### src/core/scp_pkg.sv
// Shared constants, register map and carrier types of the serial control port.
package scp_pkg;

	// Register byte addresses.
	localparam logic [31:0] ADDR_CTRL_ZERO   = 32'h4004_0000;
	localparam logic [31:0] ADDR_CTRL_ONE    = 32'h4004_0004;
	localparam logic [31:0] ADDR_DATA        = 32'h4004_0008;
	localparam logic [31:0] ADDR_STATUS      = 32'h4004_000c;
	localparam logic [31:0] ADDR_PRESCALE    = 32'h4004_0010;
	localparam logic [31:0] ADDR_INT_ENABLE  = 32'h4004_0014;
	localparam logic [31:0] ADDR_INT_RAW     = 32'h4004_0018;
	localparam logic [31:0] ADDR_INT_MASKED  = 32'h4004_001c;
	localparam logic [31:0] ADDR_INT_CLEAR   = 32'h4004_0020;

	// Status field positions.
	localparam int STAT_TX_EMPTY    = 0;
	localparam int STAT_TX_NOT_FULL = 1;
	localparam int STAT_RX_NOT_EMPT = 2;
	localparam int STAT_RX_FULL     = 3;
	localparam int STAT_BUSY        = 4;

	// Interrupt condition positions.
	localparam int INT_OVERRUN = 0;
	localparam int INT_TIMEOUT = 1;
	localparam int INT_RX_HALF = 2;
	localparam int INT_TX_HALF = 3;

	// Field widths and reset values.
	localparam int          CTRL_ZERO_W      = 16;
	localparam int          CTRL_ONE_W       = 4;
	localparam int          INT_W            = 4;
	localparam int          WORD_W           = 16;
	localparam logic [15:0] CTRL_ZERO_RESET  = 16'h0000;
	localparam logic [3:0]  CTRL_ONE_RESET   = 4'h0;
	localparam logic [7:0]  PRESCALE_RESET   = 8'h00;
	localparam logic [3:0]  INT_ENABLE_RESET = 4'h0;

	// Depth of each FIFO and length of the receive timeout in bit periods.
	localparam int FIFO_DEPTH   = 8;
	localparam int TIMEOUT_BITS = 32;

	typedef struct packed {
		logic [7:0] serial_clock_rate_factor;
		logic       clock_phase;
		logic       clock_polarity;
		logic [1:0] frame_format;
		logic [3:0] data_size_select;
	} scp_ctrl_zero_t;

	typedef struct packed {
		logic slave_output_disable;
		logic master_slave_select;
		logic port_enable;
		logic loopback_select;
	} scp_ctrl_one_t;

	typedef enum logic [2:0] {
		ST_IDLE   = 3'b001,
		ST_MASTER = 3'b010,
		ST_SLAVE  = 3'b100
	} scp_state_t;

endpackage

### src/core/scp_ctrl.sv
// Serial control port: APB registers, FIFOs, prescaler and SPI shift engine.
//
// Contract
// RULE1: loopback feeds own output back as input
// RULE2: port disabled while enable bit zero
// RULE3: software configures everything before enabling
// RULE4: master/slave bit writable only while disabled
// RULE5: master drives clock, MOSI, select
// RULE6: slave drives only MISO
// RULE7: slave output disable stops MISO drive
// RULE8: software writes data only when not full
// RULE9: written word starts at once when idle
// RULE10: software right-aligns short transmit words
// RULE11: data read pops oldest receive frame
// RULE12: short receive frames read right-aligned, zero-filled
// RULE13: status bit 0 is transmit empty
// RULE14: status bit 1 is transmit not full
// RULE15: status bit 2 is receive not empty
// RULE16: status bit 3 is receive full
// RULE17: status bit 4 is busy
// RULE18: prescaler divides clock by even divisor
// RULE19: divisor bit 0 reads zero
// RULE20: prescaler output divided by rate factor; the code divides it by factor + 1
// RULE21: external master clock at most one twelfth
// RULE22: software sets divisor at least two
// RULE23: each interrupt condition enabled separately
// RULE24: bit rate is clock over divisor times factor; the code uses divisor times (factor + 1)
// RULE25: data size codes length minus one
// RULE26: overrun, timeout, receive half, transmit half
// RULE27: FIFOs hold eight sixteen-bit words
// RULE28: reserved bits read zero
//
// Our own choice: the APB register port.
`timescale 1ns/1ns
module scp_ctrl #(
	parameter int FIFO_DEPTH = scp_pkg::FIFO_DEPTH
) (
	input  wire logic        i_clk_sys,
	input  wire logic        i_sys_rst,
	input  wire logic        i_psel,
	input  wire logic        i_penable,
	input  wire logic        i_pwrite,
	input  wire logic [31:0] i_paddr,
	input  wire logic [31:0] i_pwdata,
	output logic      [31:0] o_prdata,
	output logic             o_pready,
	output logic             o_pslverr,
	input  wire logic        i_sclk,
	input  wire logic        i_mosi,
	input  wire logic        i_miso,
	input  wire logic        i_ssel_n,
	output logic             o_sclk,
	output logic             o_sclk_oe,
	output logic             o_mosi,
	output logic             o_mosi_oe,
	output logic             o_miso,
	output logic             o_miso_oe,
	output logic             o_ssel_n,
	output logic             o_ssel_oe
);

	localparam int PW = $clog2(FIFO_DEPTH);
	localparam int CW = $clog2(FIFO_DEPTH + 1);
	localparam logic [CW-1:0] FULL_COUNT = CW'(FIFO_DEPTH);
	localparam logic [CW-1:0] HALF_COUNT = CW'(FIFO_DEPTH / 2);

	function automatic logic hit(input logic [31:0] addr, input logic [31:0] base);
		hit = (addr == base);
	endfunction

	function automatic logic [PW-1:0] step(input logic [PW-1:0] p);
		step = (p == PW'(FIFO_DEPTH - 1)) ? '0 : p + PW'(1);
	endfunction

	// Bit of the frame word that goes out after cnt bits have been sent, MSB first.
	function automatic logic pick(input logic [15:0] w, input logic [3:0] size,
			input logic [3:0] cnt);
		pick = w[size - cnt];
	endfunction

	scp_pkg::scp_ctrl_zero_t ctrl_zero;
	scp_pkg::scp_ctrl_one_t  ctrl_one;
	scp_pkg::scp_state_t     st;
	logic [7:0]              prescale;
	logic [3:0]              int_enable;
	logic                    overrun;

	logic [15:0]   tx_mem [FIFO_DEPTH];
	logic [15:0]   rx_mem [FIFO_DEPTH];
	logic [PW-1:0] tx_rd, tx_wr, rx_rd, rx_wr;
	logic [CW-1:0] tx_count, rx_count;

	logic [15:0] tx_word, rx_shift, rx_word, frame_word;
	logic [3:0]  bit_cnt;
	logic        rx_push, sclk_q, frame_lb;
	logic [6:0]  pre_cnt;
	logic [7:0]  rate_cnt;
	logic [21:0] to_cnt;

	logic        wr, rd, mapped;
	logic [31:0] rdata;
	logic        tx_empty, tx_full, rx_empty, rx_full, busy, timeout;
	logic        tx_push, tx_pop, rx_pop, rx_store;
	logic        start_master, start_slave, rx_in;
	logic [6:0]  half_div;
	logic        pre_done, half_edge;
	logic [21:0] to_limit;
	logic [3:0]  raw_int;
	logic [3:0]  size;

	assign size     = ctrl_zero.data_size_select; // [RULE25]
	assign tx_empty = (tx_count == '0);
	assign tx_full  = (tx_count == FULL_COUNT);
	assign rx_empty = (rx_count == '0);
	assign rx_full  = (rx_count == FULL_COUNT); // [RULE27]
	assign busy     = (st != scp_pkg::ST_IDLE) || !tx_empty; // [RULE17]

	// A write or read takes effect only at the edge where the slave answers.
	assign wr = i_psel && i_penable && o_pready && i_pwrite;
	assign rd = i_psel && i_penable && o_pready && !i_pwrite;

	assign tx_push  = wr && hit(i_paddr, scp_pkg::ADDR_DATA) && !tx_full;
	assign rx_pop   = rd && hit(i_paddr, scp_pkg::ADDR_DATA) && !rx_empty; // [RULE11]
	assign rx_store = rx_push && !rx_full;

	assign start_master = (st == scp_pkg::ST_IDLE) && ctrl_one.port_enable
		&& !ctrl_one.master_slave_select && !tx_empty; // [RULE9]
	assign start_slave  = (st == scp_pkg::ST_IDLE) && ctrl_one.port_enable
		&& ctrl_one.master_slave_select && !i_ssel_n;
	assign tx_pop       = start_master || (start_slave && !tx_empty);

	// Loopback takes the serial input from our own serial output.
	assign rx_in = ctrl_one.loopback_select ? (ctrl_one.master_slave_select ? o_miso : o_mosi)
		: (ctrl_one.master_slave_select ? i_mosi : i_miso); // [RULE1]

	// A divisor below two would stall the prescaler, so it is treated as two.
	assign half_div  = (prescale[7:1] == 7'h00) ? 7'h01 : prescale[7:1];
	assign pre_done  = (pre_cnt == half_div - 7'h01); // [RULE18]
	assign half_edge = pre_done && (rate_cnt == ctrl_zero.serial_clock_rate_factor); // [RULE20]

	// Timeout length is 32 bit periods of divisor times (factor + 1) clocks.
	assign to_limit = 22'(scp_pkg::TIMEOUT_BITS) * 22'({half_div, 1'b0})
		* 22'({1'b0, ctrl_zero.serial_clock_rate_factor} + 9'h001); // [RULE24]
	assign timeout  = !rx_empty && (to_cnt == to_limit);

	always_comb begin
		raw_int = '0;
		raw_int[scp_pkg::INT_OVERRUN] = overrun;
		raw_int[scp_pkg::INT_TIMEOUT] = timeout;
		raw_int[scp_pkg::INT_RX_HALF] = (rx_count >= HALF_COUNT);
		raw_int[scp_pkg::INT_TX_HALF] = (tx_count <= HALF_COUNT); // [RULE26]
	end

	// Read mux; all bits above a field read as zero.
	always_comb begin
		rdata  = '0;
		mapped = 1'b1;
		if (hit(i_paddr, scp_pkg::ADDR_CTRL_ZERO)) begin
			rdata[15:0] = ctrl_zero;
		end else if (hit(i_paddr, scp_pkg::ADDR_CTRL_ONE)) begin
			rdata[3:0] = ctrl_one;
		end else if (hit(i_paddr, scp_pkg::ADDR_DATA)) begin
			rdata[15:0] = rx_empty ? 16'h0000 : rx_mem[rx_rd]; // [RULE28]
		end else if (hit(i_paddr, scp_pkg::ADDR_STATUS)) begin
			rdata[scp_pkg::STAT_TX_EMPTY]    = tx_empty; // [RULE13]
			rdata[scp_pkg::STAT_TX_NOT_FULL] = !tx_full; // [RULE14]
			rdata[scp_pkg::STAT_RX_NOT_EMPT] = !rx_empty; // [RULE15]
			rdata[scp_pkg::STAT_RX_FULL]     = rx_full; // [RULE16]
			rdata[scp_pkg::STAT_BUSY]        = busy; // [RULE17]
		end else if (hit(i_paddr, scp_pkg::ADDR_PRESCALE)) begin
			rdata[7:0] = prescale;
		end else if (hit(i_paddr, scp_pkg::ADDR_INT_ENABLE)) begin
			rdata[3:0] = int_enable;
		end else if (hit(i_paddr, scp_pkg::ADDR_INT_RAW)) begin
			rdata[3:0] = raw_int;
		end else if (hit(i_paddr, scp_pkg::ADDR_INT_MASKED)) begin
			rdata[3:0] = raw_int & int_enable;
		end else if (!hit(i_paddr, scp_pkg::ADDR_INT_CLEAR)) begin
			mapped = 1'b0;
		end
	end

	// One wait state so that read data and the answer come from flip-flops.
	always_ff @(posedge i_clk_sys or posedge i_sys_rst) begin
		if (i_sys_rst) begin
			o_pready  <= 1'b0;
			o_prdata  <= 32'h0000_0000;
			o_pslverr <= 1'b0;
		end else if (i_psel && i_penable && !o_pready) begin
			o_pready  <= 1'b1;
			o_prdata  <= i_pwrite ? 32'h0000_0000 : rdata;
			o_pslverr <= !mapped;
		end else begin
			o_pready  <= 1'b0;
			o_pslverr <= 1'b0;
		end
	end

	always_ff @(posedge i_clk_sys or posedge i_sys_rst) begin
		if (i_sys_rst) begin
			ctrl_zero  <= scp_pkg::CTRL_ZERO_RESET;
			ctrl_one   <= scp_pkg::CTRL_ONE_RESET;
			prescale   <= scp_pkg::PRESCALE_RESET;
			int_enable <= scp_pkg::INT_ENABLE_RESET;
		end else if (wr) begin
			if (hit(i_paddr, scp_pkg::ADDR_CTRL_ZERO)) begin
				ctrl_zero <= i_pwdata[15:0];
			end
			if (hit(i_paddr, scp_pkg::ADDR_CTRL_ONE)) begin
				ctrl_one.loopback_select      <= i_pwdata[0];
				ctrl_one.port_enable          <= i_pwdata[1];
				ctrl_one.slave_output_disable <= i_pwdata[3];
				if (!ctrl_one.port_enable) begin
					ctrl_one.master_slave_select <= i_pwdata[2]; // [RULE4]
				end
			end
			if (hit(i_paddr, scp_pkg::ADDR_PRESCALE)) begin
				prescale <= {i_pwdata[7:1], 1'b0}; // [RULE19]
			end
			if (hit(i_paddr, scp_pkg::ADDR_INT_ENABLE)) begin
				int_enable <= i_pwdata[3:0]; // [RULE23]
			end
		end
	end

	// Transmit FIFO; a write to a full FIFO is dropped.
	always_ff @(posedge i_clk_sys or posedge i_sys_rst) begin
		if (i_sys_rst) begin
			tx_rd    <= '0;
			tx_wr    <= '0;
			tx_count <= '0;
		end else begin
			if (tx_push) begin
				tx_mem[tx_wr] <= i_pwdata[15:0];
				tx_wr         <= step(tx_wr);
			end
			if (tx_pop) begin
				tx_rd <= step(tx_rd);
			end
			tx_count <= tx_count + CW'(tx_push) - CW'(tx_pop);
		end
	end

	// Receive FIFO; a frame arriving while full is dropped and flags overrun.
	always_ff @(posedge i_clk_sys or posedge i_sys_rst) begin
		if (i_sys_rst) begin
			rx_rd    <= '0;
			rx_wr    <= '0;
			rx_count <= '0;
			overrun  <= 1'b0;
		end else begin
			if (rx_store) begin
				rx_mem[rx_wr] <= rx_word;
				rx_wr         <= step(rx_wr);
			end
			if (rx_pop) begin
				rx_rd <= step(rx_rd);
			end
			rx_count <= rx_count + CW'(rx_store) - CW'(rx_pop);
			// The set wins over a clear in the same cycle.
			if (rx_push && rx_full) begin
				overrun <= 1'b1; // [RULE26]
			end else if (wr && hit(i_paddr, scp_pkg::ADDR_INT_CLEAR)
					&& i_pwdata[scp_pkg::INT_OVERRUN]) begin
				overrun <= 1'b0;
			end
		end
	end

	always_ff @(posedge i_clk_sys or posedge i_sys_rst) begin
		if (i_sys_rst) begin
			to_cnt <= '0;
		end else if (rx_empty || rx_pop || rx_store || (wr && hit(i_paddr,
				scp_pkg::ADDR_INT_CLEAR) && i_pwdata[scp_pkg::INT_TIMEOUT])) begin
			to_cnt <= '0;
		end else if (to_cnt != to_limit) begin
			to_cnt <= to_cnt + 22'h000001;
		end
	end

	// Prescaler and rate divider run only during a master frame.
	always_ff @(posedge i_clk_sys or posedge i_sys_rst) begin
		if (i_sys_rst) begin
			pre_cnt  <= '0;
			rate_cnt <= '0;
		end else if (st != scp_pkg::ST_MASTER) begin
			pre_cnt  <= '0;
			rate_cnt <= '0;
		end else if (pre_done) begin
			pre_cnt  <= '0;
			rate_cnt <= half_edge ? 8'h00 : rate_cnt + 8'h01; // [RULE20]
		end else begin
			pre_cnt <= pre_cnt + 7'h01; // [RULE18]
		end
	end

	always_ff @(posedge i_clk_sys or posedge i_sys_rst) begin
		if (i_sys_rst) begin
			sclk_q <= 1'b0;
		end else begin
			sclk_q <= i_sclk;
		end
	end

	// Pin drivers follow the mode; a disabled port drives nothing.
	always_ff @(posedge i_clk_sys or posedge i_sys_rst) begin
		if (i_sys_rst) begin
			o_sclk_oe <= 1'b0;
			o_mosi_oe <= 1'b0;
			o_ssel_oe <= 1'b0;
			o_miso_oe <= 1'b0;
		end else begin
			o_sclk_oe <= ctrl_one.port_enable && !ctrl_one.master_slave_select; // [RULE5]
			o_mosi_oe <= ctrl_one.port_enable && !ctrl_one.master_slave_select;
			o_ssel_oe <= ctrl_one.port_enable && !ctrl_one.master_slave_select;
			o_miso_oe <= ctrl_one.port_enable && ctrl_one.master_slave_select
				&& !ctrl_one.slave_output_disable && !i_ssel_n; // [RULE6] [RULE7]
		end
	end

	// Shift engine: SPI with idle-low clock, data out on falling, in on rising.
	always_ff @(posedge i_clk_sys or posedge i_sys_rst) begin
		if (i_sys_rst) begin
			st         <= scp_pkg::ST_IDLE;
			tx_word    <= '0;
			rx_shift   <= '0;
			rx_word    <= '0;
			frame_word <= '0;
			frame_lb   <= 1'b0;
			bit_cnt    <= '0;
			rx_push    <= 1'b0;
			o_sclk     <= 1'b0;
			o_ssel_n   <= 1'b1;
			o_mosi     <= 1'b0;
			o_miso     <= 1'b0;
		end else begin
			rx_push <= 1'b0;
			case (st)
				scp_pkg::ST_IDLE: begin
					o_sclk   <= 1'b0;
					o_ssel_n <= 1'b1;
					bit_cnt  <= '0;
					rx_shift <= '0;
					frame_lb <= ctrl_one.loopback_select;
					if (start_master) begin
						tx_word    <= tx_mem[tx_rd];
						frame_word <= tx_mem[tx_rd];
						o_mosi     <= pick(tx_mem[tx_rd], size, 4'h0);
						o_ssel_n   <= 1'b0;
						st         <= scp_pkg::ST_MASTER; // [RULE5] [RULE9]
					end else if (start_slave) begin
						tx_word    <= tx_empty ? 16'h0000 : tx_mem[tx_rd];
						frame_word <= tx_empty ? 16'h0000 : tx_mem[tx_rd];
						o_miso     <= !tx_empty && pick(tx_mem[tx_rd], size, 4'h0);
						st         <= scp_pkg::ST_SLAVE; // [RULE6]
					end
				end
				scp_pkg::ST_MASTER: begin
					if (!ctrl_one.port_enable) begin
						o_ssel_n <= 1'b1;
						st       <= scp_pkg::ST_IDLE; // [RULE2]
					end else if (half_edge && !o_sclk) begin
						o_sclk   <= 1'b1;
						rx_shift <= {rx_shift[14:0], rx_in};
					end else if (half_edge) begin
						o_sclk <= 1'b0;
						if (bit_cnt == size) begin
							// Select rises after every frame, so back-to-back words are framed apart.
							o_ssel_n <= 1'b1;
							rx_word  <= rx_shift; // [RULE12]
							rx_push <= 1'b1;
							st      <= scp_pkg::ST_IDLE;
						end else begin
							bit_cnt <= bit_cnt + 4'h1;
							o_mosi  <= pick(tx_word, size, bit_cnt + 4'h1);
						end
					end
				end
				scp_pkg::ST_SLAVE: begin
					if (!ctrl_one.port_enable || i_ssel_n) begin
						st <= scp_pkg::ST_IDLE; // [RULE2]
					end else if (i_sclk && !sclk_q) begin
						if (bit_cnt == size) begin
							rx_word <= {rx_shift[14:0], rx_in}; // [RULE12]
							rx_push <= 1'b1;
							st      <= scp_pkg::ST_IDLE;
						end else begin
							rx_shift <= {rx_shift[14:0], rx_in};
						end
					end else if (!i_sclk && sclk_q) begin
						bit_cnt <= bit_cnt + 4'h1;
						o_miso  <= pick(tx_word, size, bit_cnt + 4'h1);
					end
				end
				default: begin
					st <= scp_pkg::ST_IDLE;
				end
			endcase
		end
	end
endmodule // scp_ctrl

### config.mk
export PLATFORM = sky130hd
export DESIGN_NAME = scp_ctrl
export DESIGN_NICKNAME = d
export VERILOG_FILES = /design/src/core/scp_pkg.sv /design/src/core/scp_ctrl.sv
export SDC_FILE = /design/constraint.sdc
export NUM_CORES = 1
export LEC_CHECK = 0
export ABC_AREA = 1
export BUFFER_PORTS_ARGS = -buffer_cell sky130_fd_sc_hd__buf_4
export CAP_MARGIN = 20
export CELL_PAD_IN_SITES_DETAIL_PLACEMENT = 0
export CELL_PAD_IN_SITES_GLOBAL_PLACEMENT = 1
export CORE_UTILIZATION = 52
export DETAILED_ROUTE_END_ITERATION = 7
export MAX_ROUTING_LAYER = met4
export PLACE_DENSITY = 0.95
export SLEW_MARGIN = 20
export SYNTH_ARGS = -nofsm -noshare
export SYNTH_HDL_FRONTEND = slang
export SYNTH_SLANG_ARGS = --single-unit
export TNS_END_PERCENT = 100
### constraint.sdc
create_clock -name i_clk_sys -period 10.8 [get_ports i_clk_sys]
set_input_delay 0.54 -clock i_clk_sys [delete_from_list [all_inputs] [get_ports i_clk_sys]]
set_output_delay 0.54 -clock i_clk_sys [all_outputs]
set_load 0.1 [all_outputs]
# Yosys cells after proc, flatten, opt, wreduce, memory -nomap -nowiden
# Memories as Yosys holds them, arrays and structs flattened.
# Cells that the tools add are included.
[totals] n_memories=2 register_bits=186 ram_bits=256 output_inout_bits=42
[op_classes] muxes=113 add_sub_neg=15 bitwise=2 n_eq_ne=46 n_reduce_logical=78 n_lt_le_gt_ge=4 multipliers=1
[memory_table] name="rx_mem" words=8 width=16 rd=1 rd_clocked_by_memory_dff=0 wr=1 line_no="scp_ctrl.sv:89" rtl="logic [15:0] rx_mem [FIFO_DEPTH];"
[memory_table] name="tx_mem" words=8 width=16 rd=1 rd_clocked_by_memory_dff=0 wr=1 line_no="scp_ctrl.sv:88" rtl="logic [15:0] tx_mem [FIFO_DEPTH];"
[ops] op="equality test 32 x 31 -> 1 bit (second input constant)" count=9
[ops] op="2-to-1 mux 16 bit" count=18
[ops] op="2-to-1 mux 4 bit" count=13
[ops] op="case mux 16 bit (3 select lines)" count=1
[ops] op="2-to-1 mux 1 bit" count=46
[ops] op="2-to-1 mux 22 bit" count=2
[ops] op="2-to-1 mux 8 bit" count=5
[ops] op="2-to-1 mux 3 bit" count=13
[ops] op="logical AND 1 bit" count=32
[ops] op="case mux 16 bit (2 select lines)" count=1
[ops] op="inequality test 2 bit (second input constant)" count=15
[ops] op="adder 22 x 1 -> 22 bit (second input constant)" count=1
[ops] op="equality test 22 bit" count=1
[ops] op="inequality test 22 bit" count=1
[ops] op="2-to-1 mux 7 bit" count=3
[ops] op="inequality test 3 bit (second input constant)" count=6
[ops] op="AND reduction 6 bit" count=3
[ops] op="multiplier 7 x 9 -> 16 bit" count=1
[ops] op="AND reduction 8 bit" count=2
[ops] op="equality test 3 bit (second input constant)" count=5
[ops] op="logical NOT 1 bit" count=15
[ops] op="nonzero test 2 bit" count=7
[ops] op="adder 3 x 1 -> 3 bit (second input constant)" count=4
[ops] op="2-to-1 mux 12 bit" count=1
[ops] op="other kinds (33)" count=54

# Longest topological paths before layout
# Gate-level depths: netlist (run 1).
[depth] depth_word=15 depth_mapped=34 depth_no_buf=34

# Least setup slack after synthesis (run 1)
# No wires, ideal clock.
[synth_timing] path_kind="input to register" start="in i_sys_rst" end="mem tx_mem[4][0] (enable)" setup_time_ns=0.409 path_buffers=0 slack_ns=4.440 required_ns=10.391 cell_stages=3 t_arrival_ns=5.951 cell_sequence="inv_1 -> nand3_1 -> nor3_1"
[synth_between] elab_chain_cells=3
[synth_rtl] item="start, declared" line_no="scp_ctrl.sv:39" rtl="input wire logic i_sys_rst,"
[synth_rtl] item="logical NOT 1 bit (no source line)"
[synth_rtl] item="logical AND 1 bit (implied by the code)" line_no="scp_ctrl.sv:234" rtl="tx_mem[tx_wr] <= i_pwdata[15:0];"
[synth_rtl] item="2-to-1 mux 1 bit (implied by the code)" line_no="scp_ctrl.sv:234"
[synth_rtl] item="end, declared" line_no="scp_ctrl.sv:88"
# No other way between the ends.

# Final worst setup path (run 1)
[layout_timing] start="reg ctrl_zero[8] (netlist name)" end="reg o_prdata[1]"
[layout_between] elab_chain_cells=14
[layout_rtl] item="start, declared" line_no="scp_ctrl.sv:81" rtl="scp_pkg::scp_ctrl_zero_t ctrl_zero;"
[layout_rtl] item="start signal, assigned" line_no="scp_ctrl.sv:201" rtl="ctrl_zero <= scp_pkg::CTRL_ZERO_RESET;"
[layout_rtl] item="start signal, assigned" line_no="scp_ctrl.sv:207" rtl="ctrl_zero <= i_pwdata[15:0];"
[layout_rtl] item="adder 8 x 1 -> 9 bit (*)" line_no="scp_ctrl.sv:143" rtl="* 22'({1'b0, ctrl_zero.serial_clock_rate_factor} + 9'h001);"
[layout_rtl] item="multiplier 7 x 9 -> 16 bit (*)" line_no="scp_ctrl.sv:143"
[layout_rtl] item="equality test 22 bit (*)" line_no="scp_ctrl.sv:144" rtl="assign timeout = !rx_empty && (to_cnt == to_limit);"
[layout_rtl] item="logical AND 1 bit (*)" line_no="scp_ctrl.sv:144"
[layout_rtl] item="AND 4 bit" line_no="scp_ctrl.sv:177" rtl="rdata[3:0] = raw_int & int_enable;"
[layout_rtl] item="2-to-1 mux 4 bit" line_no="scp_ctrl.sv:176" rtl="end else if (hit(i_paddr, scp_pkg::ADDR_INT_MASKED)) begin"
[layout_rtl] item="2-to-1 mux 4 bit (*)" line_no="scp_ctrl.sv:174" rtl="end else if (hit(i_paddr, scp_pkg::ADDR_INT_RAW)) begin"
[layout_rtl] item="2-to-1 mux 4 bit (*)" line_no="scp_ctrl.sv:172" rtl="end else if (hit(i_paddr, scp_pkg::ADDR_INT_ENABLE)) begin"
[layout_rtl] item="2-to-1 mux 4 bit (*)" line_no="scp_ctrl.sv:170" rtl="end else if (hit(i_paddr, scp_pkg::ADDR_PRESCALE)) begin"
[layout_rtl] item="2-to-1 mux 5 bit (*)" line_no="scp_ctrl.sv:164" rtl="end else if (hit(i_paddr, scp_pkg::ADDR_STATUS)) begin"
[layout_rtl] item="2-to-1 mux 8 bit (*)" line_no="scp_ctrl.sv:162" rtl="end else if (hit(i_paddr, scp_pkg::ADDR_DATA)) begin"
[layout_rtl] item="2-to-1 mux 4 bit (*)" line_no="scp_ctrl.sv:160" rtl="end else if (hit(i_paddr, scp_pkg::ADDR_CTRL_ONE)) begin"
[layout_rtl] item="2-to-1 mux 16 bit (*)" line_no="scp_ctrl.sv:158" rtl="if (hit(i_paddr, scp_pkg::ADDR_CTRL_ZERO)) begin"
[layout_rtl] item="2-to-1 mux 16 bit (*)" line_no="scp_ctrl.sv:191" rtl="o_prdata <= i_pwrite ? 32'h0000_0000 : rdata;"
[layout_rtl] item="end signal, assigned" line_no="scp_ctrl.sv:191"
[layout_rtl] item="end, declared" line_no="scp_ctrl.sv:45" rtl="output logic [31:0] o_prdata,"
# Mark *: on every way between the ends. The rest lies on a longest branch, timed or not.
# A chain may end at the register's enable or synchronous reset.

==> flow_metrics.env, run 1 <==
export IMPL_status="completed"
export IMPL_cts_root_buf="clkbuf_16"
export IMPL_drc_errors=0
export IMPL_slew_headroom_pct=25.9
export IMPL_crit_type="register to register"
export IMPL_worstPathArrival_ns=6.51
export IMPL_rsz0062_at_grt="false"
export IMPL_synth_cells=2264
export IMPL_fin_skew_ns=0.0346
export IMPL_synth_seq_cells=426
export IMPL_cts_resized=0
export IMPL_dieArea_um2=42500
export IMPL_dr_pass1_iters=5
export IMPL_routed_wl_mm=53.3
export IMPL_cts_hold_fix_buffers=1
export IMPL_num_io_pins=115
export IMPL_grt_max_degree=69
export IMPL_wl_per_cell_um=18.3
export IMPL_cts_tree="yes"
export IMPL_dr_first_iter_drc_count=1537
export IMPL_cts_setup_buffers=0
export IMPL_insertion_delay_ns=0.61
export IMPL_worst_pin_slew_ns=1.11
export IMPL_synth_top_flop_cell="edfxtp_1"
export IMPL_slowest_delay_ns=0.62
export IMPL_p_leak_uw=0.0104
export IMPL_maxUsedRoutingLayer="met4"
export IMPL_synth_edf_count=256
export IMPL_dp_hpwl_mm=36.3
export IMPL_clk_pin_slew_ns=0.07
export IMPL_n_antenna_cell=0
export IMPL_overflow=0
export IMPL_cts_buffers=45
export IMPL_dr_wl_met3_mm=4.09
export IMPL_syn_avg_cell_area_um2=9.57
export IMPL_gp_congestion=0.930
export IMPL_drv_cap=0
export IMPL_rows=74
export IMPL_cp_required_ns=11.32
export IMPL_report_final_slew_viol_count=0
export IMPL_cpMostUsedCell="nand2_1"
export IMPL_endpoint_kind="register"
export IMPL_grt_first_pass_wirelength_mm=83.4
export IMPL_dr_wl_met2_mm=25.2
export IMPL_fin_nets=2515
export IMPL_p_per_area_nw_per_um2=152
export IMPL_wl_met1_mm=22.4
export IMPL_power_uw=3700
export IMPL_track_usage_pct=26.4
export IMPL_numPortBuffers=82
export IMPL_syn_to_final_growth_pct=12.6
export IMPL_post_route_period_util_pct=55.4
export IMPL_seq_area_frac_synth_pct=55.1
export IMPL_chipHeight_um=206
export IMPL_cts_max_path_buffers=3
export IMPL_via_per_inst=5.64
export IMPL_ir_drop_mv=0.106
export IMPL_finalNonFillerCells=2907
export IMPL_fp_coreArea_um2=40900
export IMPL_timing_setup_tns_ns=0
export IMPL_synth_area_um2=21700
export IMPL_vias=16400
export IMPL_antenna_found_initial=0
export IMPL_clkSinkCount=426
export IMPL_setup_viol=0
export IMPL_cp_max_fo=11
export IMPL_die_x_um=206
export IMPL_utilization_pct=59.6
export IMPL_initial_core_util_pct=53.0
export IMPL_synth_cell_types=55
export IMPL_critPathLaunchType="register"
export IMPL_hold_class="input port to register"
export IMPL_fin_crit_ns=5.99
export IMPL_ant_nets=0
export IMPL_htreeDepth=2
export IMPL_grt_pass1_vias=15800
export IMPL_placedCellCount=2822
export IMPL_fmax_ghz=0.167
export IMPL_async_flop_share_pct=39.9
export IMPL_slowest_stage="dfrtp_1"
export IMPL_drive_gt1_share_pct=9.47
export IMPL_ys_warn_count=0
export IMPL_hold_viol_final=0
-- synthesized netlist by cell type (all sizes together) (2+ instances only) --
master | instances | area [um^2]
nand3 | 101 | 510
nand4 | 20 | 125
xor2 | 22 | 193
o221ai | 18 | 158
o22ai | 22 | 138
o211ai | 24 | 180
nand3b | 2 | 15.0
dfstp | 2 | 52.6
o21ai | 282 | 1410
buf | 40 | 258
nor3 | 33 | 196
ha | 66 | 826
clkbuf | 53 | 199
fa | 37 | 741
a21oi | 38 | 190
mux2 | 9 | 101
a211oi | 3 | 27.5
nor4 | 5 | 31.3
o2111ai | 2 | 17.5
inv | 244 | 916
edfxtp | 256 | 7690
a22o | 8 | 70.1
a32o | 8 | 80.1
nand2 | 412 | 1560
a22oi | 5 | 37.5
a31oi | 7 | 43.8
mux2i | 12 | 120
xnor2 | 24 | 210
clkinv | 4 | 15.0
dfrtp | 168 | 4200
or2 | 5 | 31.3
nor2 | 322 | 1240
a221oi | 2 | 17.5
-- where the power goes --
part           leakage [uW]  switching [uW]  internal (uW)
sequential          0.00456            27.1           1750
combinational       0.00509             229           92.3
clock              0.000743             668            936
total                0.0104             923           2780
-- layout make-up --
cell class                      count  area, um^2
Clock buffer                       62        1270
Clock inverter                     21         283
Inverter                          248         936
Multi-Input combinational cell   1512        8470
Fill cell                        3349       16500
Timing Repair Buffer              106         818
Sequential cell                   426       11900
Tap cell                          532         666
-- routing by layer --
metal	up-vias	GRT usage, %
met5	-	-
met1	7963	34.8
met3	99	4.59
met4	0	9.11
met2	587	41.4
li1	7761	-
-- final timing paths --
check / slack, ns / end / from / cells after the start
max: 4.81 / o_prdata[1] / ctrl_zero[8] / 29
min: 0.08 / sclk_q / i_sclk / 1
max reg2reg: 4.81 / o_prdata[1] / ctrl_zero[8] / 29
min reg2reg: 0.48 / rx_shift[15] / rx_shift[15] / 2
max in group asynchronous: 8.28 / tx_word[5] / i_sys_rst / 5
min in group asynchronous: 0.54 / o_prdata[6] / i_sys_rst / 3
-- layout by cell type, fill, tap and decap left out, types with 22 or more instances in the layout --
master,n
edfxtp_1,256
fa_1,37
xor2_1,22
o21ai_0,259
nand2_1,408
dfrtp_1,167
o22ai_1,22
o211ai_1,24
a21oi_1,38
xnor2_1,24
inv_1,238
nand3_1,100
buf_4,104
ha_1,66
o21ai_1,23
nor2_1,315
clkbuf_16,47
-- kinds of logic (layout without fill, tap and decap cells) --
| kind of cell | after synthesis | after routing | share of synthesized area (%) |
|---|---|---|---|
| adders and majority gates | 103 | 103 | 7.23 |
| muxes | 21 | 21 | 1.02 |
| and+or+nand+nor | 901 | 901 | 17.2 |
| buffers and inverters | 341 | 437 | 6.40 |
| xor gates and xnor gates | 46 | 46 | 1.86 |
| AOI/OAI and AO/OA | 425 | 425 | 11.2 |
| other | 1 | 16 | 0.0173 |
| DFF | 426 | 426 | 55.1 |
-- registers in the layout (all words and copies together) (netlist names), 7 cells and up --
name and cells:
rx_shift 16, prescale 7, rx_word 16, to_cnt 22
rate_cnt 8, tx_word 16, ctrl_zero 12, o_prdata 16
pre_cnt 7, rx_mem 128, tx_mem 128
-- critical path, delay by kind of cell, from the launching register on --
kind / cells / cell delay [ns]
AND/OR/NAND/NOR: 17 / 1.89
AO/OA/AOI/OAI: 2 / 0.37
flip-flops: 1 / 0.62
buffers and inverters: 4 / 0.37
adder cells (fa/ha/maj): 6 / 2.64
-- metrics by stage --
step	setup slack (ns)	cell area (um^2)	hold WS [ns]
3_5_place_dp	4.92	22800	0.469
6_report	4.81	24400	0.0809
4_1_cts	4.84	24400	0.0580
2_1_floorplan	4.44	21700	0.423
5_1_grt	4.41	24400	0.0680
3_3_place_gp	4.92	22800	0.461
No activity file was read; power rests on OpenSTA's default activity.
==> run 2: changes to the inputs <==
--- a/config.mk
+++ b/config.mk
@@ -5,15 +5,15 @@
 export SDC_FILE = /design/constraint.sdc
 export NUM_CORES = 1
 export LEC_CHECK = 0
-export ABC_AREA = 1
+export ABC_AREA = 0
 export BUFFER_PORTS_ARGS = -buffer_cell sky130_fd_sc_hd__buf_4
 export CAP_MARGIN = 20
 export CELL_PAD_IN_SITES_DETAIL_PLACEMENT = 0
 export CELL_PAD_IN_SITES_GLOBAL_PLACEMENT = 1
-export CORE_UTILIZATION = 52
+export CORE_UTILIZATION = 46
 export DETAILED_ROUTE_END_ITERATION = 7
 export MAX_ROUTING_LAYER = met4
-export PLACE_DENSITY = 0.95
+export PLACE_DENSITY = 0.88
 export SLEW_MARGIN = 20
 export SYNTH_ARGS = -nofsm -noshare
 export SYNTH_HDL_FRONTEND = slang
==> constraint.sdc (replaced) <==
create_clock -name i_clk_sys -period 5.1 [get_ports i_clk_sys]
set_input_delay 0.255 -clock i_clk_sys [delete_from_list [all_inputs] [get_ports i_clk_sys]]
set_output_delay 0.255 -clock i_clk_sys [all_outputs]
set_load 0.1 [all_outputs]
==> flow_metrics.env, run 2 <==
export IMPL_cp_required_ns=5.55
export IMPL_post_route_period_util_pct=107
export IMPL_insertion_delay_ns=0.57
export IMPL_wl_per_cell_um=20.7
export IMPL_grt_max_degree=67
export IMPL_vias=13600
export IMPL_rows=78
export IMPL_final_area_um2=24900
export IMPL_drive_gt1_share_pct=24.1
export IMPL_p_sw_uw=1490
export IMPL_cp_max_fo=5
export IMPL_setup_viol=4
export IMPL_track_usage_pct=22.8
export IMPL_dp_hpwl_mm=34.3
export IMPL_cpMostUsedCell="fa_1"
export IMPL_dr_first_iter_drc_count=1079
export IMPL_fin_crit_ns=5.44
export IMPL_p_comb_share_pct=2.6
export IMPL_cts_max_path_buffers=3
export IMPL_switching_share_pct=21.2
export IMPL_htreeDepth=2
export IMPL_slew_headroom_pct=26.5
export IMPL_fin_nets=1967
export IMPL_seq_area_frac_synth_pct=56.7
export IMPL_fp_coreArea_um2=45300
export IMPL_cts_root_buf="clkbuf_16"
export IMPL_worstPathArrival_ns=5.89
export IMPL_fin_skew_ns=0.0157
export IMPL_synth_common_cells="256 x edfxtp_1, 168 x dfrtp_1, 164 x nand2_1"
export IMPL_yosysTopAreaCell="edfxtp_1"
export IMPL_synth_top_flop_cell="edfxtp_1"
export IMPL_seqPwrFrac_pct=51.9
export IMPL_synth_area_um2=21000
export IMPL_gp_congestion=0.878
export IMPL_die_x_um=216
export IMPL_report_final_slew_viol_count=0
export IMPL_cts_tree="yes"
export IMPL_ir_drop_mv=0.263
export IMPL_ys_warn_count=0
export IMPL_numPortBuffers=82
export IMPL_grt_first_pass_wirelength_mm=79.6
export IMPL_synth_area_top_cells="edfxtp_1 37%, dfrtp_1 20%, mux4_2 7.6%, ha_1 3.9%, fa_1 3.5%"
export IMPL_ant_nets=0
export IMPL_status="complete, but fails checks"
export IMPL_num_io_pins=115
export IMPL_place_area_um2=22900
export IMPL_fmax_ghz=0.184
export IMPL_slowest_delay_ns=0.53
export IMPL_yosysMostFrequentCell="edfxtp_1"
export IMPL_synth_cells=1613
export IMPL_overflow=0
export IMPL_hold_class="input port to register"
export IMPL_critPathLaunchType="register"
export IMPL_worst_path_buf_inv=3
export IMPL_fin_ws_ns=-0.341
export IMPL_routed_wl_mm=50.4
export IMPL_async_flop_share_pct=39.9
export IMPL_clkSinkCount=426
export IMPL_dr_pass1_iters=8
export IMPL_crit_type="register to register"
export IMPL_syn_avg_cell_area_um2=13.0
export IMPL_fillers=3702
export IMPL_via_per_inst=5.60
export IMPL_synth_edf_count=256
export IMPL_slowest_stage="fa_1"
export IMPL_synth_cell_types=78
export IMPL_worst_pin_slew_ns=1.10
export IMPL_clk_pin_slew_ns=0.06
export IMPL_initial_core_util_pct=46.5
export IMPL_dieArea_um2=46600
export IMPL_cpLargestDelayFamily="adder cells"
export IMPL_endpoint_kind="register"
export IMPL_syn_to_final_growth_pct=18.4
export IMPL_final_common_cell="edfxtp_1"
export IMPL_final_cell_mix="256 x edfxtp_1, 181 x buf_4, 163 x dfrtp_1, 160 x nand2_1, 112 x nor2_1"
export IMPL_cts_buffers=44
export IMPL_p_leak_uw=0.0101
export IMPL_drc_errors=1
export IMPL_grt_pass1_vias=13900
export IMPL_hold_viol_final=0
export IMPL_synth_seq_cells=426
export IMPL_drv_cap=0
export IMPL_top_regs="rx_mem: 128 flops, tx_mem: 128 flops, to_cnt: 22 flops"
export IMPL_violations="DRC, setup timing"
export IMPL_netlist_area_leader_share_pct=36.5
export IMPL_chipHeight_um=216
export IMPL_p_clk_share_pct=45.5
export IMPL_cp_cell_sequence="and3_4 -> nand3_4 -> nor2_4 -> xor2_4 -> nand2_2 -> fa_1 -> fa_1 -> fa_1 -> inv_2 -> fa_1 -> ha_4 -> and3_4 -> buf_6 -> nand4_1 -> a211o_1 -> a31oi_2 -> a311oi_2 -> and4_4 -> buf_4 -> a2111oi_4 -> a21oi_2"
export IMPL_antenna_found_initial=2
export IMPL_intPower_uw=5530
export IMPL_rsz0062_at_grt="true"
export IMPL_p_per_area_nw_per_um2=282
export IMPL_power_uw=7030
run 2: what timing repair did:
item	in CTS	in global routing
buffers inserted	7	7
endpoints found under the hold margin	160	0
gates resized for setup	25	24
pin swaps	18	28
endpoints found under the setup margin	4	4
hold buffers	19	0
run 2: worst reg2reg max path, delay by kind of cell, from the launching register on:
kind | cells | cell delay [ns]
flops | 1 | 0.43
buf+inv | 3 | 0.29
simple gates | 7 | 1.10
xor+xnor | 1 | 0.21
fa+ha+maj | 5 | 2.35
compound gates | 5 | 0.95
run 2: layer usage:
layer  routed length, um  global-route usage [%]  share of wire [%]
met1               21400                    29.8                 43
met2               25100                    36.9                 50
met3                2720                    3.23                5.4
met4                1150                    7.46                2.3
met5                   0                       -                  0
run 2: cells by family after synthesis:
| kind of cell | share of synthesized area, % |
|---|---|
| adders and majority gates | 7.44 |
| DFF | 56.7 |
| and+or+nand+nor | 10.9 |
| xor gates and xnor gates | 3.50 |
| AOI/OAI and AO/OA | 5.94 |
| muxes | 12.2 |
| other | 0.0178 |
| buffers and inverters | 3.26 |
run 2: path summary, 6_finish.rpt:
| path | start | end | slack [ns] | cells after the start |
|---|---|---|---|---|
| max | ctrl_zero[9] | o_prdata[1] | -0.34 | 21 |
| min in group asynchronous | i_sys_rst | rx_wr[0] | 0.48 | 4 |
| max reg2reg | ctrl_zero[9] | o_prdata[1] | -0.34 | 21 |
| min reg2reg | tx_word[15] | tx_word[15] | 0.49 | 2 |
| min | i_pwdata[1] | tx_mem[4][1] | 0.04 | 1 |
| max in group asynchronous | i_sys_rst | tx_rd[0] | 3.31 | 5 |
run 2: power groups by stage:
| stage | clock (uW) | combinational (uW) | sequential, uW |
|---|---|---|---|
| finish | 3200 | 184 | 3650 |
| global route | 3370 | 197 | 3640 |
| CTS | 3250 | 186 | 3650 |
| detailed placement | 0 | 173 | 3720 |
| global placement | 0 | 170 | 3720 |
| floorplan | 0 | 96.1 | 3720 |
run 2: area by class of cell:
cell class                      instances  area, um^2  area share, %
Clock inverter                         23         210          0.844
Sequential cell                       426       12000           48.0
Multi-Input combinational cell       1045        8920           35.8
Inverter                               71         270           1.08
Tap cell                              600         751           3.01
Antenna cell                            2        5.00         0.0201
Clock buffer                           59        1220           4.90
Timing Repair Buffer                  203        1580           6.35
run 2: stage by stage:
| step | TNS [ns] | cells | hold slack (ns) | utilization, % | setup WS, ns |
|---|---|---|---|---|---|
| floorplan | -0.212 | 1628 | 0.286 | - | -0.107 |
| global placement | -1.30 | 2312 | 0.393 | 50.6 | -0.385 |
| detailed placement | -1.97 | 2312 | 0.393 | 50.6 | -0.538 |
| CTS | -1.12 | 2420 | 0.0107 | 54.6 | -0.330 |
| global route | -2.01 | 2429 | 0.0278 | 55.0 | -0.538 |
| finish | -1.15 | 2429 | 0.0361 | 55.0 | -0.341 |
==> run 3: changes to the inputs <==
--- a/config.mk
+++ b/config.mk
@@ -8,12 +8,10 @@
 export ABC_AREA = 0
 export BUFFER_PORTS_ARGS = -buffer_cell sky130_fd_sc_hd__buf_4
 export CAP_MARGIN = 20
-export CELL_PAD_IN_SITES_DETAIL_PLACEMENT = 0
-export CELL_PAD_IN_SITES_GLOBAL_PLACEMENT = 1
-export CORE_UTILIZATION = 46
+export CORE_UTILIZATION = 56
 export DETAILED_ROUTE_END_ITERATION = 7
 export MAX_ROUTING_LAYER = met4
-export PLACE_DENSITY = 0.88
+export PLACE_DENSITY = 0.89
 export SLEW_MARGIN = 20
 export SYNTH_ARGS = -nofsm -noshare
 export SYNTH_HDL_FRONTEND = slang
==> flow_metrics.env, run 3 (same netlist as run 2, synthesis figures left out) <==
export IMPL_dp_hpwl_mm=35.0
export IMPL_grt_max_degree=72
export IMPL_dr_pass1_iters=5
export IMPL_drc_errors=0
export IMPL_dieArea_um2=38400
export IMPL_seqCellArea_um2=12000
export IMPL_crit_type="register to register"
export IMPL_slowest_stage="fa_1"
export IMPL_p_leak_uw=0.0100
export IMPL_fin_skew_ns=0.0194
export IMPL_cpLargestDelayFamily="adder cells"
export IMPL_critPathLaunchType="register"
export IMPL_timing_setup_tns_ns=-1.20
export IMPL_multi_input_area_um2=8890
export IMPL_worst_path_buf_inv=5
export IMPL_p_per_area_nw_per_um2=280
export IMPL_cts_tree="yes"
export IMPL_worst_pin_slew_ns=0.989
export IMPL_clkSinkCount=426
export IMPL_slew_headroom_pct=33.8
export IMPL_grt_pass1_vias=14300
export IMPL_setup_viol=4
export IMPL_cp_max_fo=7
export IMPL_vias=14100
export IMPL_top_regs="rx_mem: 128 flops, tx_mem: 128 flops, to_cnt: 22 flops"
export IMPL_syn_to_final_growth_pct=17.0
export IMPL_rows=70
export IMPL_cp_required_ns=5.52
export IMPL_overflow=0
export IMPL_fillers=2471
export IMPL_hold_viol_final=0
export IMPL_hold_depth=3
export IMPL_fmax_ghz=0.183
export IMPL_cp_cell_sequence="buf_4 -> and3_4 -> nand3_4 -> nor2_4 -> xor2_4 -> buf_4 -> nand2_1 -> fa_1 -> inv_1 -> fa_1 -> inv_1 -> fa_1 -> inv_1 -> ha_1 -> ha_4 -> o21ai_0 -> o21bai_1 -> nor2_1 -> mux2_2 -> a211oi_2 -> and4_4 -> mux2i_1 -> nor2_1"
export IMPL_dr_first_iter_drc_count=1171
export IMPL_cts_max_path_buffers=3
export IMPL_htreeDepth=2
export IMPL_violations="setup timing"
export IMPL_post_route_period_util_pct=107
export IMPL_ant_nets=0
export IMPL_endpoint_kind="register"
export IMPL_cts_buffers=43
export IMPL_wl_per_cell_um=22.4
export IMPL_whs_ns=0.0967
export IMPL_ir_drop_mv=0.334
export IMPL_num_io_pins=115
export IMPL_routed_wl_mm=51.4
export IMPL_drv_cap=0
export IMPL_report_final_slew_viol_count=0
export IMPL_via_per_inst=6.13
export IMPL_fp_coreArea_um2=36800
export IMPL_fin_ws_ns=-0.362
export IMPL_hold_class="input port to register"
export IMPL_final_cell_mix="256 x edfxtp_1, 177 x buf_4, 164 x dfrtp_1, 161 x nand2_1, 111 x nor2_1"
export IMPL_worstPathArrival_ns=5.88
export IMPL_crit_cells=23
export IMPL_antenna_found_initial=4
export IMPL_insertion_delay_ns=0.58
export IMPL_post_place_ws_ns=-0.456
export IMPL_rsz0062_at_grt="true"
export IMPL_final_common_cell="edfxtp_1"
export IMPL_gp_congestion=0.918
export IMPL_status="complete, but fails checks"
export IMPL_track_usage_pct=28.1
export IMPL_fin_crit_ns=5.46
export IMPL_rr_worst_depth=23
export IMPL_clk_pin_slew_ns=0.06
export IMPL_drive_gt1_share_pct=23.5
export IMPL_grt_first_pass_wirelength_mm=79.6
export IMPL_fin_nets=1964
export IMPL_numPortBuffers=82
export IMPL_initial_core_util_pct=57.2
export IMPL_slowest_delay_ns=0.55
export IMPL_chipHeight_um=196
export IMPL_cts_root_buf="clkbuf_16"
export IMPL_die_x_um=196
==> run 3: cell count changes in the layout (fill, tap and decap cells not counted), moves of 3 or more <==
| cell | previous run | this run |
|---|---|---|
| clkinv_2 | 12 | 4 |
| inv_6 | 1 | 4 |
| o21ai_1 | 18 | 15 |
| buf_4 | 181 | 177 |
| clkbuf_16 | 46 | 43 |
| clkbuf_1 | 11 | 8 |
| clkinv_1 | 3 | 8 |
==> run 3: cell type report <==
type                            count  area share, %
Multi-Input combinational cell   1045           36.1
Clock inverter                     23          0.752
Sequential cell                   426           48.5
Antenna cell                        4         0.0406
Inverter                           71           1.10
Tap cell                          468           2.38
Clock buffer                       55           4.71
Timing Repair Buffer              201           6.39
==> run 3: tightest hold or removal path, cell delays in order <==
cell,delay (ns)
buf_4,0.10
mux2_2,0.15
a21oi_1,0.10
==> run 3: report_power, final <==
group	internal [uW]	switching, uW
Clock	1720	1340
Sequential	3650	0.600
Combinational	46.4	136
==> run 3: metrics by stage <==
| step | power [uW] | cells | instance area [um^2] | util (%) |
|---|---|---|---|---|
| 2_1_floorplan | 3820 | 1628 | 21300 | - |
| 3_3_place_gp | 3880 | 2181 | 22800 | 61.9 |
| 3_5_place_dp | 3890 | 2181 | 22800 | 61.9 |
| 4_1_cts | 6910 | 2284 | 24400 | 66.4 |
| 5_1_grt | 7050 | 2293 | 24600 | 66.9 |
| 6_report | 6880 | 2293 | 24600 | 66.9 |
==> run 3: per-layer routing <==
metal  global-route usage [%]  wire length, um  vias to the layer above
met1                     34.5            19900                     7100
met4                     11.1             1940                        0
met5                        -                0                        -
li1                         -                -                     6202
met2                     46.5            25900                      620
met3                     5.16             3670                      137
==> run 3: worst paths after layout <==
kind	startpoint	to	slack (ns)
setup reg to reg	ctrl_zero[8]	to_cnt[1]	-0.36
hold reg to reg	tx_word[8]	tx_word[8]	0.48
max in group asynchronous	i_sys_rst	tx_rd[0]	3.11
setup / recovery	ctrl_zero[8]	to_cnt[1]	-0.36
min in group asynchronous	i_sys_rst	rx_wr[0]	0.50
hold / removal	i_paddr[5]	o_pslverr	0.1
==> run 3: repair_timing <==
action / CTS / global route
resized for setup: 16 / 23
hold buffers: 20 / 0
pin swaps: 10 / 17
setup buffers: 5 / 5
hold endpoints to repair: 170 / 0
gates cloned: 0 / 0
setup endpoints to repair: 4 / 4
